### config.mk
export PLATFORM = sky130hd
export DESIGN_NAME = rtcaf_top
export DESIGN_NICKNAME = d
export VERILOG_FILES = /design/src/pkg/rtcaf_pkg.sv /design/src/rtcaf_alarm_cmp.sv /design/src/rtcaf_top.sv
export SDC_FILE = /design/constraint.sdc
export NUM_CORES = 1
export LEC_CHECK = 0
export ABC_AREA = 1
export BUFFER_PORTS_ARGS = -buffer_cell sky130_fd_sc_hd__clkbuf_2
export CAP_MARGIN = 20
export CORE_MARGIN = 3
export CORE_UTILIZATION = 53
export DETAILED_ROUTE_END_ITERATION = 8
export PLACE_DENSITY = 0.85
export SYNTH_ARGS = -nofsm -noshare
export SYNTH_HDL_FRONTEND = slang
export SYNTH_SLANG_ARGS = --single-unit
### constraint.sdc
create_clock -name MCLK -period 3.4 [get_ports MCLK]
set_input_delay 0.85 -clock MCLK [delete_from_list [all_inputs] [get_ports MCLK]]
set_output_delay 0.85 -clock MCLK [all_outputs]
set_load 0.02 [all_outputs]
### src/pkg/rtcaf_pkg.sv
/*
 * Constants, register map and types for the alarm flag and countdown timer block.
 * Assumes a 100 MHz system clock and register accesses synchronous to it.
 */
package rtcaf_pkg;

	// Clock rate and the fast countdown source derived from it.
	localparam int CLK_HZ        = 100_000_000;
	localparam int FAST_SRC_HZ   = 4096;
	localparam int FAST_TICK_CYC = CLK_HZ / FAST_SRC_HZ;
	localparam int FAST_DIV_W    = 16;
	localparam int SLOW_DIV_W    = 6;
	localparam logic [SLOW_DIV_W-1:0] SLOW_DIV_LAST = 6'h3f; // 4096 Hz ticks per 64 Hz tick.

	// Register offsets.
	localparam logic [7:0] ADDR_CTL     = 8'h01;
	localparam logic [7:0] ADDR_ALM_MIN = 8'h09;
	localparam logic [7:0] ADDR_ALM_HR  = 8'h0a;
	localparam logic [7:0] ADDR_ALM_DAY = 8'h0b;
	localparam logic [7:0] ADDR_ALM_WD  = 8'h0c;
	localparam logic [7:0] ADDR_TCO     = 8'h0e;
	localparam logic [7:0] ADDR_CNT     = 8'h0f;

	// Status and control register fields.
	localparam int CTL_LONG_EN   = 7;
	localparam int CTL_SHORT_EN  = 6;
	localparam int CTL_MSF       = 5;
	localparam int CTL_PULSE_SEL = 4;
	localparam int CTL_AF        = 3;
	localparam int CTL_TF        = 2;
	localparam int CTL_ALM_IE    = 1;
	localparam int CTL_CNT_IE    = 0;
	localparam logic [7:0] CTL_KEEP_MASK = 8'hd3;

	// Timer and clock out register fields.
	localparam int TCO_RUN     = 3;
	localparam int TCO_SRC_MSB = 1;
	localparam int TCO_SRC_LSB = 0;
	localparam logic [7:0] TCO_MASK = 8'h7b;

	// Alarm register layout: bit 7 disables the field.
	localparam int ALM_DIS = 7;
	localparam logic [7:0] ALM_MIN_MASK = 8'hff;
	localparam logic [7:0] ALM_HR_MASK  = 8'hbf;
	localparam logic [7:0] ALM_DAY_MASK = 8'hbf;
	localparam logic [7:0] ALM_WD_MASK  = 8'h87;

	// Reset values.
	localparam logic [7:0] CTL_RST = 8'h00;
	localparam logic [7:0] TCO_RST = 8'h00;
	localparam logic [7:0] CNT_RST = 8'h00;
	localparam logic [7:0] ALM_RST = 8'h80;
	localparam logic [7:0] CNT_ONE = 8'h01;

	// Countdown source selection.
	typedef enum logic [1:0] {SRC_4096HZ, SRC_64HZ, SRC_1HZ, SRC_1_60HZ} rtcaf_src_type;

endpackage

### src/rtcaf_alarm_cmp.sv
/*
 * Alarm comparator: compares the enabled alarm fields with the current time.
 * Assumes alarm registers and time values are stable flip-flop outputs.
 */
`timescale 1ns/100ps
`default_nettype none
module rtcaf_alarm_cmp
	import rtcaf_pkg::*;
(
	// Alarm registers.
	input  wire logic [7:0] alm_min,
	input  wire logic [7:0] alm_hr,
	input  wire logic [7:0] alm_day,
	input  wire logic [7:0] alm_wd,
	// Current time.
	input  wire logic [6:0] cur_min,
	input  wire logic [5:0] cur_hr,
	input  wire logic [5:0] cur_day,
	input  wire logic [2:0] cur_wd,
	// Result.
	output logic            match
);

	logic [3:0] dis;
	logic [3:0] eq;

	// Per-field equality and disable bits.
	assign dis = {alm_wd[ALM_DIS], alm_day[ALM_DIS], alm_hr[ALM_DIS], alm_min[ALM_DIS]};
	assign eq  = {alm_wd[2:0] == cur_wd, alm_day[5:0] == cur_day,
		alm_hr[5:0] == cur_hr, alm_min[6:0] == cur_min};

	// A match needs at least one enabled field and all enabled fields equal.
	assign match = (dis != 4'hf) && ((eq | dis) == 4'hf);

endmodule // rtcaf_alarm_cmp
`default_nettype wire

### src/rtcaf_top.sv
/*
 * Alarm flag, periodic tick flag and 8-bit reloading countdown timer with
 * interrupt output and a simple synchronous register port.
 * Assumes SEC_TICK and MIN_TICK are one-cycle pulses from the corrected
 * timekeeping chain and all inputs are synchronous to MCLK.
 */
`timescale 1ns/100ps
`default_nettype none
module rtcaf_top
	import rtcaf_pkg::*;
#(
	parameter int FAST_CYC = FAST_TICK_CYC
)(
	// Clock and reset.
	input  wire logic       MCLK,
	input  wire logic       RST,
	// Register port.
	input  wire logic       REG_WR,
	input  wire logic       REG_RD,
	input  wire logic [7:0] REG_ADDR,
	input  wire logic [7:0] REG_WDATA,
	output logic      [7:0] REG_RDATA,
	// Timekeeping.
	input  wire logic       SEC_TICK,
	input  wire logic       MIN_TICK,
	input  wire logic [6:0] CUR_MIN,
	input  wire logic [5:0] CUR_HOUR,
	input  wire logic [5:0] CUR_DAY,
	input  wire logic [2:0] CUR_WDAY,
	// Interrupt.
	output logic            INT_N
);

	typedef struct packed {
		logic [7:0]            ctl;
		logic                  periodic_tick_flag;
		logic                  af;
		logic                  tf;
		logic [7:0]            tco;
		logic [7:0]            n;
		logic [7:0]            cnt;
		logic [3:0][7:0]       alm;
		logic                  match_prev;
		logic [FAST_DIV_W-1:0] div_fast;
		logic [SLOW_DIV_W-1:0] div_slow;
		logic                  per_pulse;
		logic                  tmr_pulse;
		logic                  wr_v;
		logic [7:0]            wr_a;
		logic [7:0]            wr_d;
		logic [7:0]            rdata;
	} rtcaf_state_type;

	rtcaf_state_type q;
	rtcaf_state_type d;

	logic          match;
	logic          tick_fast;
	logic          tick_slow;
	logic          src_tick;
	logic          per_evt;
	logic          run;
	logic          wr_ctl;
	logic          wr_cnt;
	logic          cnt_expire;
	logic          irq_per;
	logic          irq_tmr;
	logic          irq_alm;
	rtcaf_src_type src;

	// Alarm field comparison against the current time.
	rtcaf_alarm_cmp u_alarm_cmp (
		.alm_min (q.alm[0]),
		.alm_hr  (q.alm[1]),
		.alm_day (q.alm[2]),
		.alm_wd  (q.alm[3]),
		.cur_min (CUR_MIN),
		.cur_hr  (CUR_HOUR),
		.cur_day (CUR_DAY),
		.cur_wd  (CUR_WDAY),
		.match   (match)
	);

	// Source ticks: 4096 Hz and 64 Hz from the divider, slow ones from timekeeping.
	assign tick_fast = (q.div_fast == FAST_DIV_W'(FAST_CYC - 1));
	assign tick_slow = tick_fast && (q.div_slow == SLOW_DIV_LAST);
	assign src       = rtcaf_src_type'(q.tco[TCO_SRC_MSB:TCO_SRC_LSB]);
	always_comb begin
		case (src)
			SRC_4096HZ:  src_tick = tick_fast;
			SRC_64HZ:    src_tick = tick_slow;
			SRC_1HZ:     src_tick = SEC_TICK;
			SRC_1_60HZ:  src_tick = MIN_TICK;
			default:     src_tick = 1'b0;
		endcase
	end

	// Periodic event: seconds enable overrides minutes enable.
	assign per_evt = q.ctl[CTL_SHORT_EN] ? SEC_TICK
		: (q.ctl[CTL_LONG_EN] ? MIN_TICK : 1'b0);

	// Decoded, resynchronised writes and countdown state.
	assign wr_ctl     = q.wr_v && (q.wr_a == ADDR_CTL);
	assign wr_cnt     = q.wr_v && (q.wr_a == ADDR_CNT);
	assign run        = q.tco[TCO_RUN] && (q.n != CNT_RST);
	assign cnt_expire = run && src_tick && (q.cnt <= CNT_ONE);

	// Next-state logic for the whole block.
	always_comb begin
		d = q;

		// Capture the write one cycle before it is applied.
		d.wr_v = REG_WR;
		d.wr_a = REG_ADDR;
		d.wr_d = REG_WDATA;

		// Free-running prescaler.
		d.div_fast = tick_fast ? '0 : q.div_fast + 1'b1;
		if (tick_fast) begin
			d.div_slow = q.div_slow + 1'b1;
		end

		// Control and data registers.
		if (q.wr_v) begin
			case (q.wr_a)
				ADDR_CTL:     d.ctl    = q.wr_d & CTL_KEEP_MASK;
				ADDR_TCO:     d.tco    = q.wr_d & TCO_MASK;
				ADDR_ALM_MIN: d.alm[0] = q.wr_d & ALM_MIN_MASK;
				ADDR_ALM_HR:  d.alm[1] = q.wr_d & ALM_HR_MASK;
				ADDR_ALM_DAY: d.alm[2] = q.wr_d & ALM_DAY_MASK;
				ADDR_ALM_WD:  d.alm[3] = q.wr_d & ALM_WD_MASK;
				ADDR_CNT:     d.n      = q.wr_d;
				default:      d.n      = q.n;
			endcase
		end

		// Countdown: a new n lands in the counter at once, else count the source.
		if (wr_cnt) begin
			d.cnt = q.wr_d;
		end else if (run && src_tick) begin
			d.cnt = cnt_expire ? q.n : q.cnt - 1'b1;
		end

		// Alarm match edge detector.
		d.match_prev = match;

		// Flags: a write ANDs, an event in the same cycle still sets.
		d.af  = (wr_ctl ? q.af & q.wr_d[CTL_AF] : q.af)
			| (match && !q.match_prev);
		d.tf  = (wr_ctl ? q.tf & q.wr_d[CTL_TF] : q.tf) | cnt_expire;
		d.periodic_tick_flag = (wr_ctl ? q.periodic_tick_flag & q.wr_d[CTL_MSF] : q.periodic_tick_flag) | per_evt;

		// Periodic pulse lasts to the next 64 Hz tick; clearing the flag cuts it.
		if (per_evt) begin
			d.per_pulse = 1'b1;
		end else if (tick_slow || (wr_ctl && !q.wr_d[CTL_MSF])) begin
			d.per_pulse = 1'b0;
		end

		// Timer pulse lasts one source tick, at most 1/64 s; clearing TF cuts it.
		if (cnt_expire) begin
			d.tmr_pulse = 1'b1;
		end else if (tick_slow || (src_tick && !src[1]) || (wr_ctl && !q.wr_d[CTL_TF])) begin
			d.tmr_pulse = 1'b0;
		end

		// Register read data.
		if (REG_RD) begin
			case (REG_ADDR)
				ADDR_CTL:     d.rdata = q.ctl | {2'h0, q.periodic_tick_flag, 1'b0, q.af, q.tf, 2'h0};
				ADDR_TCO:     d.rdata = q.tco;
				ADDR_ALM_MIN: d.rdata = q.alm[0];
				ADDR_ALM_HR:  d.rdata = q.alm[1];
				ADDR_ALM_DAY: d.rdata = q.alm[2];
				ADDR_ALM_WD:  d.rdata = q.alm[3];
				ADDR_CNT:     d.rdata = q.cnt;
				default:      d.rdata = 8'h00;
			endcase
		end
	end

	// State register.
	always_ff @(posedge MCLK or posedge RST) begin
		if (RST) begin
			q            <= '0;
			q.ctl        <= CTL_RST;
			q.tco        <= TCO_RST;
			q.n          <= CNT_RST;
			q.cnt        <= CNT_RST;
			q.alm        <= {4{ALM_RST}};
			q.match_prev <= 1'b1;
		end else begin
			q <= d;
		end
	end

	// Interrupt sources, wired together onto one active-low output.
	assign irq_per = q.ctl[CTL_PULSE_SEL] ? q.per_pulse
		: (q.periodic_tick_flag && (q.ctl[CTL_SHORT_EN] || q.ctl[CTL_LONG_EN]));
	assign irq_tmr = q.ctl[CTL_CNT_IE]
		&& (q.ctl[CTL_PULSE_SEL] ? q.tmr_pulse : q.tf);
	assign irq_alm = q.ctl[CTL_ALM_IE] && q.af;
	assign INT_N     = !(irq_per || irq_tmr || irq_alm);
	assign REG_RDATA = q.rdata;
endmodule // rtcaf_top
`default_nettype wire

After elaboration in Yosys (flattened, before gate mapping)
Index checks and enable logic that the tools add are counted.

operators by class
  add/sub/neg operators = 3
  order comparisons = 1
  eq/ne operators = 25
  multiplexer cells = 17
  bitwise gates (word level) = 8
  reductions and logical operators = 37

operator list
  cell                   count
  $eq 8x4->1 const B     12
  $pmux 8 s7             1
  $mux 8                 3
  $add 16x1->16 const B  1
  $eq 16x15->1 const B   1
  $eq 8x1->1 const B     2
  $mux 16                1
  $logic_and 1x1->1      14
  $reduce_and 2->1       7
  $eq 6x6->1             2
  $mux 1                 11
  $le 8x1->1 const B     1
  $or 8x6->8             1
  $reduce_bool 8->1      1
  $sub 8x1->8 const B    1
  $eq 7x7->1             1
  $add 6x1->6 const B    1
  $eq 6x6->1 const B     1
  $logic_or 1x1->1       6
  $reduce_bool 2->1      3
  $logic_not 1->1        5
  $eq 2x2->1 const B     2
  $eq 4x4->1 const B     1
  $ne 4x4->1 const B     1
  7 further kinds        11

word-level totals
  register bits = 106
  output and inout bits = 9
  logic and storage cells = 111

Longest topological paths before layout
  word-level depth = 8
  gate-level depth with buffers = 14
  gate-level depth less buffers = 13

Cells and area by module
A second synthesis with hierarchy kept.

unflattened totals
  cells, all modules = 720
  area total of the unflattened synthesis = 5475.3 um^2

by module, submodules not included
  module           instances  cells an instance  area an instance (um^2)  sequential area each (um^2)
  rtcaf_top        1          603                5009.8                   2658.8
  rtcaf_alarm_cmp  1          117                465.4                    0.0

Worst setup path before layout
Ideal clock, no wire load.

  path type = input to register
  start point = in REG_ADDR[5]
  end point = reg q, in the netlist REG_RDATA[1]
  arrival time = 1.739 ns
  path slack = 1.544 ns
  cell stages on the path = 9
  buffers on the path = 0
  cells stage by stage = nor2_1 > nand2_1 > clkinv_1 > nand4_1 > nor2_1 > a211oi_1 > nand2_1 > nand2_1 > nand2_1

between the ends
  word-level cells in the longest chain between the ends = 2

ends and longest elaborated chain
  element                                          line              RTL
  start: declaration                               rtcaf_top.sv:20   input wire logic [7:0] REG_ADDR,
  $eq 8x4->1 / $eq 8x1->1 (equally long branches)  rtcaf_top.sv:169  case (REG_ADDR)
  $pmux 8 s7 *                                     rtcaf_top.sv:169
  end: declaration                                 rtcaf_top.sv:54   rtcaf_state_type q;

Every way passes the cells marked *; elsewhere a longest branch is shown, timed or not.
A chain may end at the register's enable or synchronous reset.

Final worst setup path
  start point = reg q[115] (netlist bit)
  end point = out INT_N

between the ends
  word-level cells in the longest chain between the ends = 6

ends and longest elaborated chain
  element                         line              RTL
  $logic_or 1x1->1                rtcaf_top.sv:199  : (q.periodic_tick_flag && (q.ctl[CTL_SHORT_EN] || q.ctl[CTL_LONG_EN]));
  $logic_and 1x1->1               rtcaf_top.sv:199
  $mux 1                          rtcaf_top.sv:198  assign irq_per = q.ctl[CTL_PULSE_SEL] ? q.per_pulse
  $logic_or 1x1->1 (2 in series)  rtcaf_top.sv:203  assign INT_N = !(irq_per || irq_tmr || irq_alm);
  $logic_not 1->1                 rtcaf_top.sv:203
  end: declaration                rtcaf_top.sv:31   output logic INT_N

Every way passes these cells.

==> impl_metrics.toml <==
[timing]
post-route-period-util_pct = 70.22
hold_violations = 0
fmax_mhz = 418.8
maxSlewHeadroom_pct = 42.02
rsz0062_at_grt = "no"
finalCriticalPeriod_ns = 2.388
setup_viol = 0
worst_pin_slew_ns = 0.8665
fin_ws_ns = 1.012
setup_tns_ns = 0
report.final.slew_viol_count = 0
clock_skew_ns = 0.01289

[cts]
htree_levels = 3
clk_pin_slew_ns = 0.10
post-cts-setup-buffer-count = 0
cts_buffers = 9
clk_latency_ns = 0.36
clkSinkCount = 106
clock_path_buffers = 2
cts_tree = "done"
hold_buffers = 0
clockRootBuffer = "clkbuf_8"
cts.repair.resized = 0

[logic_synthesis]
synth_most_common_cell = "nand2_1"
synth_cell_type_count = 40
syn_area_per_cell_um2 = 8.211
syn_area_um2 = 5288
synth_seq_cells = 106
synth_edf_count = 0
synthTopCellsByArea = "dfrtp_1 (48%), nand2_1 (12%), o21ai_0 (6.2%), inv_1 (5.3%), nor2_1 (3.8%)"
synth_commonest_cells = "nand2_1 (169), dfrtp_1 (101), inv_1 (74), o21ai_0 (65), nor2_1 (54)"
yosysWarnings = 0
synth_ff_type = "dfrtp_1"
syn-instance-count = 644
yosysTopAreaCellShare_pct = 47.80
synth_fp_nets = 693
async_flop_share_pct = 100.0
synth_seq_area_share_pct = 50.28
synth.largest_area_cell = "dfrtp_1"

[cells_and_area]
diodes = 0
fin_nets = 738
syn_to_final_growth_pct = 9.560
drive_gt1_share_pct = 13.54

[floorplan]
num_rows = 35
core_area_um2 = 9459
die_y_um = 105.9
initial_core_util_pct = 55.90
ios = 53
die_area_um2 = 11210
die_w_um = 105.9

[worst_setup_path]
end_kind = "output port"
path_max_fanout = 5
critPathLaunchType = "flop"
arrival_ns = 1.54
critical_path.max_stage_delay_ns = 0.45
critical_path_required_ns = 2.55
worst_path_dominant_cell_family = "flip-flops"
worstSetupPathType = "flop to output port"
path_cells = "o21ai_0 > nand2_1 > a22oi_1 > clkbuf_2"
cp_num_buf_inv = 1
crit_slowest_cell = "dfrtp_1"

[power_and_ir_drop]
power.density_nw_per_um2 = 391.9
p_leak_nw = 2.864
peakVddDrop_mv = 0.1834

[drt]
drcViolationCount = 0
ant_nets = 0
wl_per_cell_um = 15.11
drtIter0Drc = 319
dr.pass1.iters = 5
wl_um = 12440
vias = 4459
vias_per_cell = 5.418

[grt]
globalRouteTotalUtil_pct = 23.09
grt_overflow = 0
grt_max_degree = 107
grt_pass1_wl_um = 20640
antenna_found_initial = 0
grt_pass1_vias = 4175

[hold_path]
min_path_type = "flop to flop"

[place]
dp_slack_ns = 1.114
dp_hpwl_um = 9297
place_congestion = 0.9709
port_buffers = 52

[job]
maxCapViolCount = 0

[status]
status = "finished clean"
==> worst reg2reg max path: cells and delay by family (launching register included) <==
family	cells	cell delay [ns]
flip-flops	1	0.41
adder cells (fa/ha/maj)	1	0.14
buffers and inverters	2	0.10
AND/OR/NAND/NOR	9	1.12
AO/OA/AOI/OAI	1	0.27
==> cells by family (layout without fill, tap and decap cells) <==
family / Yosys count / count (layout) / share of synthesized area (%)
and+or+nand+nor: 292 / 292 / 23.78
AOI/OAI and AO/OA: 108 / 108 / 11.57
buffers and inverters: 102 / 152 / 8.022
DFF: 106 / 106 / 50.28
adders and majority gates: 5 / 5 / 1.183
muxes: 1 / 1 / 0.1893
xor gates and xnor gates: 30 / 30 / 4.969
==> report_power, final <==
group / switching, mW / internal (mW)
clock: 0.412 / 0.285
combinational: 0.136 / 0.0790
sequential: 0.0476 / 1.31
==> layer usage <==
metal  routed length [µm]  global-route usage [%]  up-vias
met2                 5832                   37.52      167
li1                     -                       -     2148
met4                  255                   7.031        0
met3                  914                   4.715       25
met1                 5435                   31.31     2119
met5                    0                       0        -
==> cell type report <==
cell class | instances | area (µm²)
fillers | 787 | 3666
flip-flops and latches | 106 | 2659
multi-input cells | 436 | 2205
inverters | 83 | 315.3
repair buffers | 53 | 280.3
well taps | 129 | 161.4
clock buffers | 11 | 141.4
clock inverters | 5 | 31.28
==> placed cells by master (no fill, tap or decap), types with 4 or more instances in the layout <==
cell type,netlist,final
a21oi_1,15,15
clkbuf_2,0,52
clkbuf_8,0,10
clkinv_1,6,6
dfrtp_1,101,101
dfstp_2,5,5
ha_1,5,5
inv_1,74,73
nand2_1,169,169
nand2_2,4,4
nand3_1,25,25
nand4_1,16,16
nor2_1,54,54
nor2_2,4,4
nor3_1,5,5
o211ai_1,4,4
o21ai_0,65,65
o21ai_1,5,5
o22ai_1,4,4
o31ai_1,5,5
xnor2_1,12,12
xor2_1,18,18
==> through the flow <==
step	cells	util (%)	total power [mW]	hold WS, ns	cell area (µm²)
global route	823	61.24	2.362	0.5147	5793
global placement	807	59.42	1.586	0.4625	5620
finish	823	61.24	2.270	0.4904	5793
detailed placement	807	59.42	1.594	0.4705	5620
CTS	823	61.24	2.282	0.4933	5793
floorplan	644	-	1.503	0.4457	5291
==> worst paths after layout <==
path                                                from                  endpoint  slack (ns)  cells past startpoint
worst max-delay path                  q[115]$_DFFE_PP0P_                     INT_N        1.01                      4
worst min-delay path            REG_RDATA[6]$_DFFE_PP0P_  REG_RDATA[6]$_DFFE_PP0P_        0.49                      2
worst max register to register           q[34]$_DFF_PP0_         q[89]$_DFFE_PP0P_        1.26                     13
worst min register to register  REG_RDATA[6]$_DFFE_PP0P_  REG_RDATA[6]$_DFFE_PP0P_        0.49                      2
max in group asynchronous                            RST         q[81]$_DFFE_PP1P_        2.36                      3
min in group asynchronous                            RST           q[39]$_DFF_PP0_        0.62                      3
==> registers in the layout, indices dropped and copies added, names as in the netlist <==
name       cells
q             98
REG_RDATA      8
No activity file was read; power rests on OpenSTA's default activity.
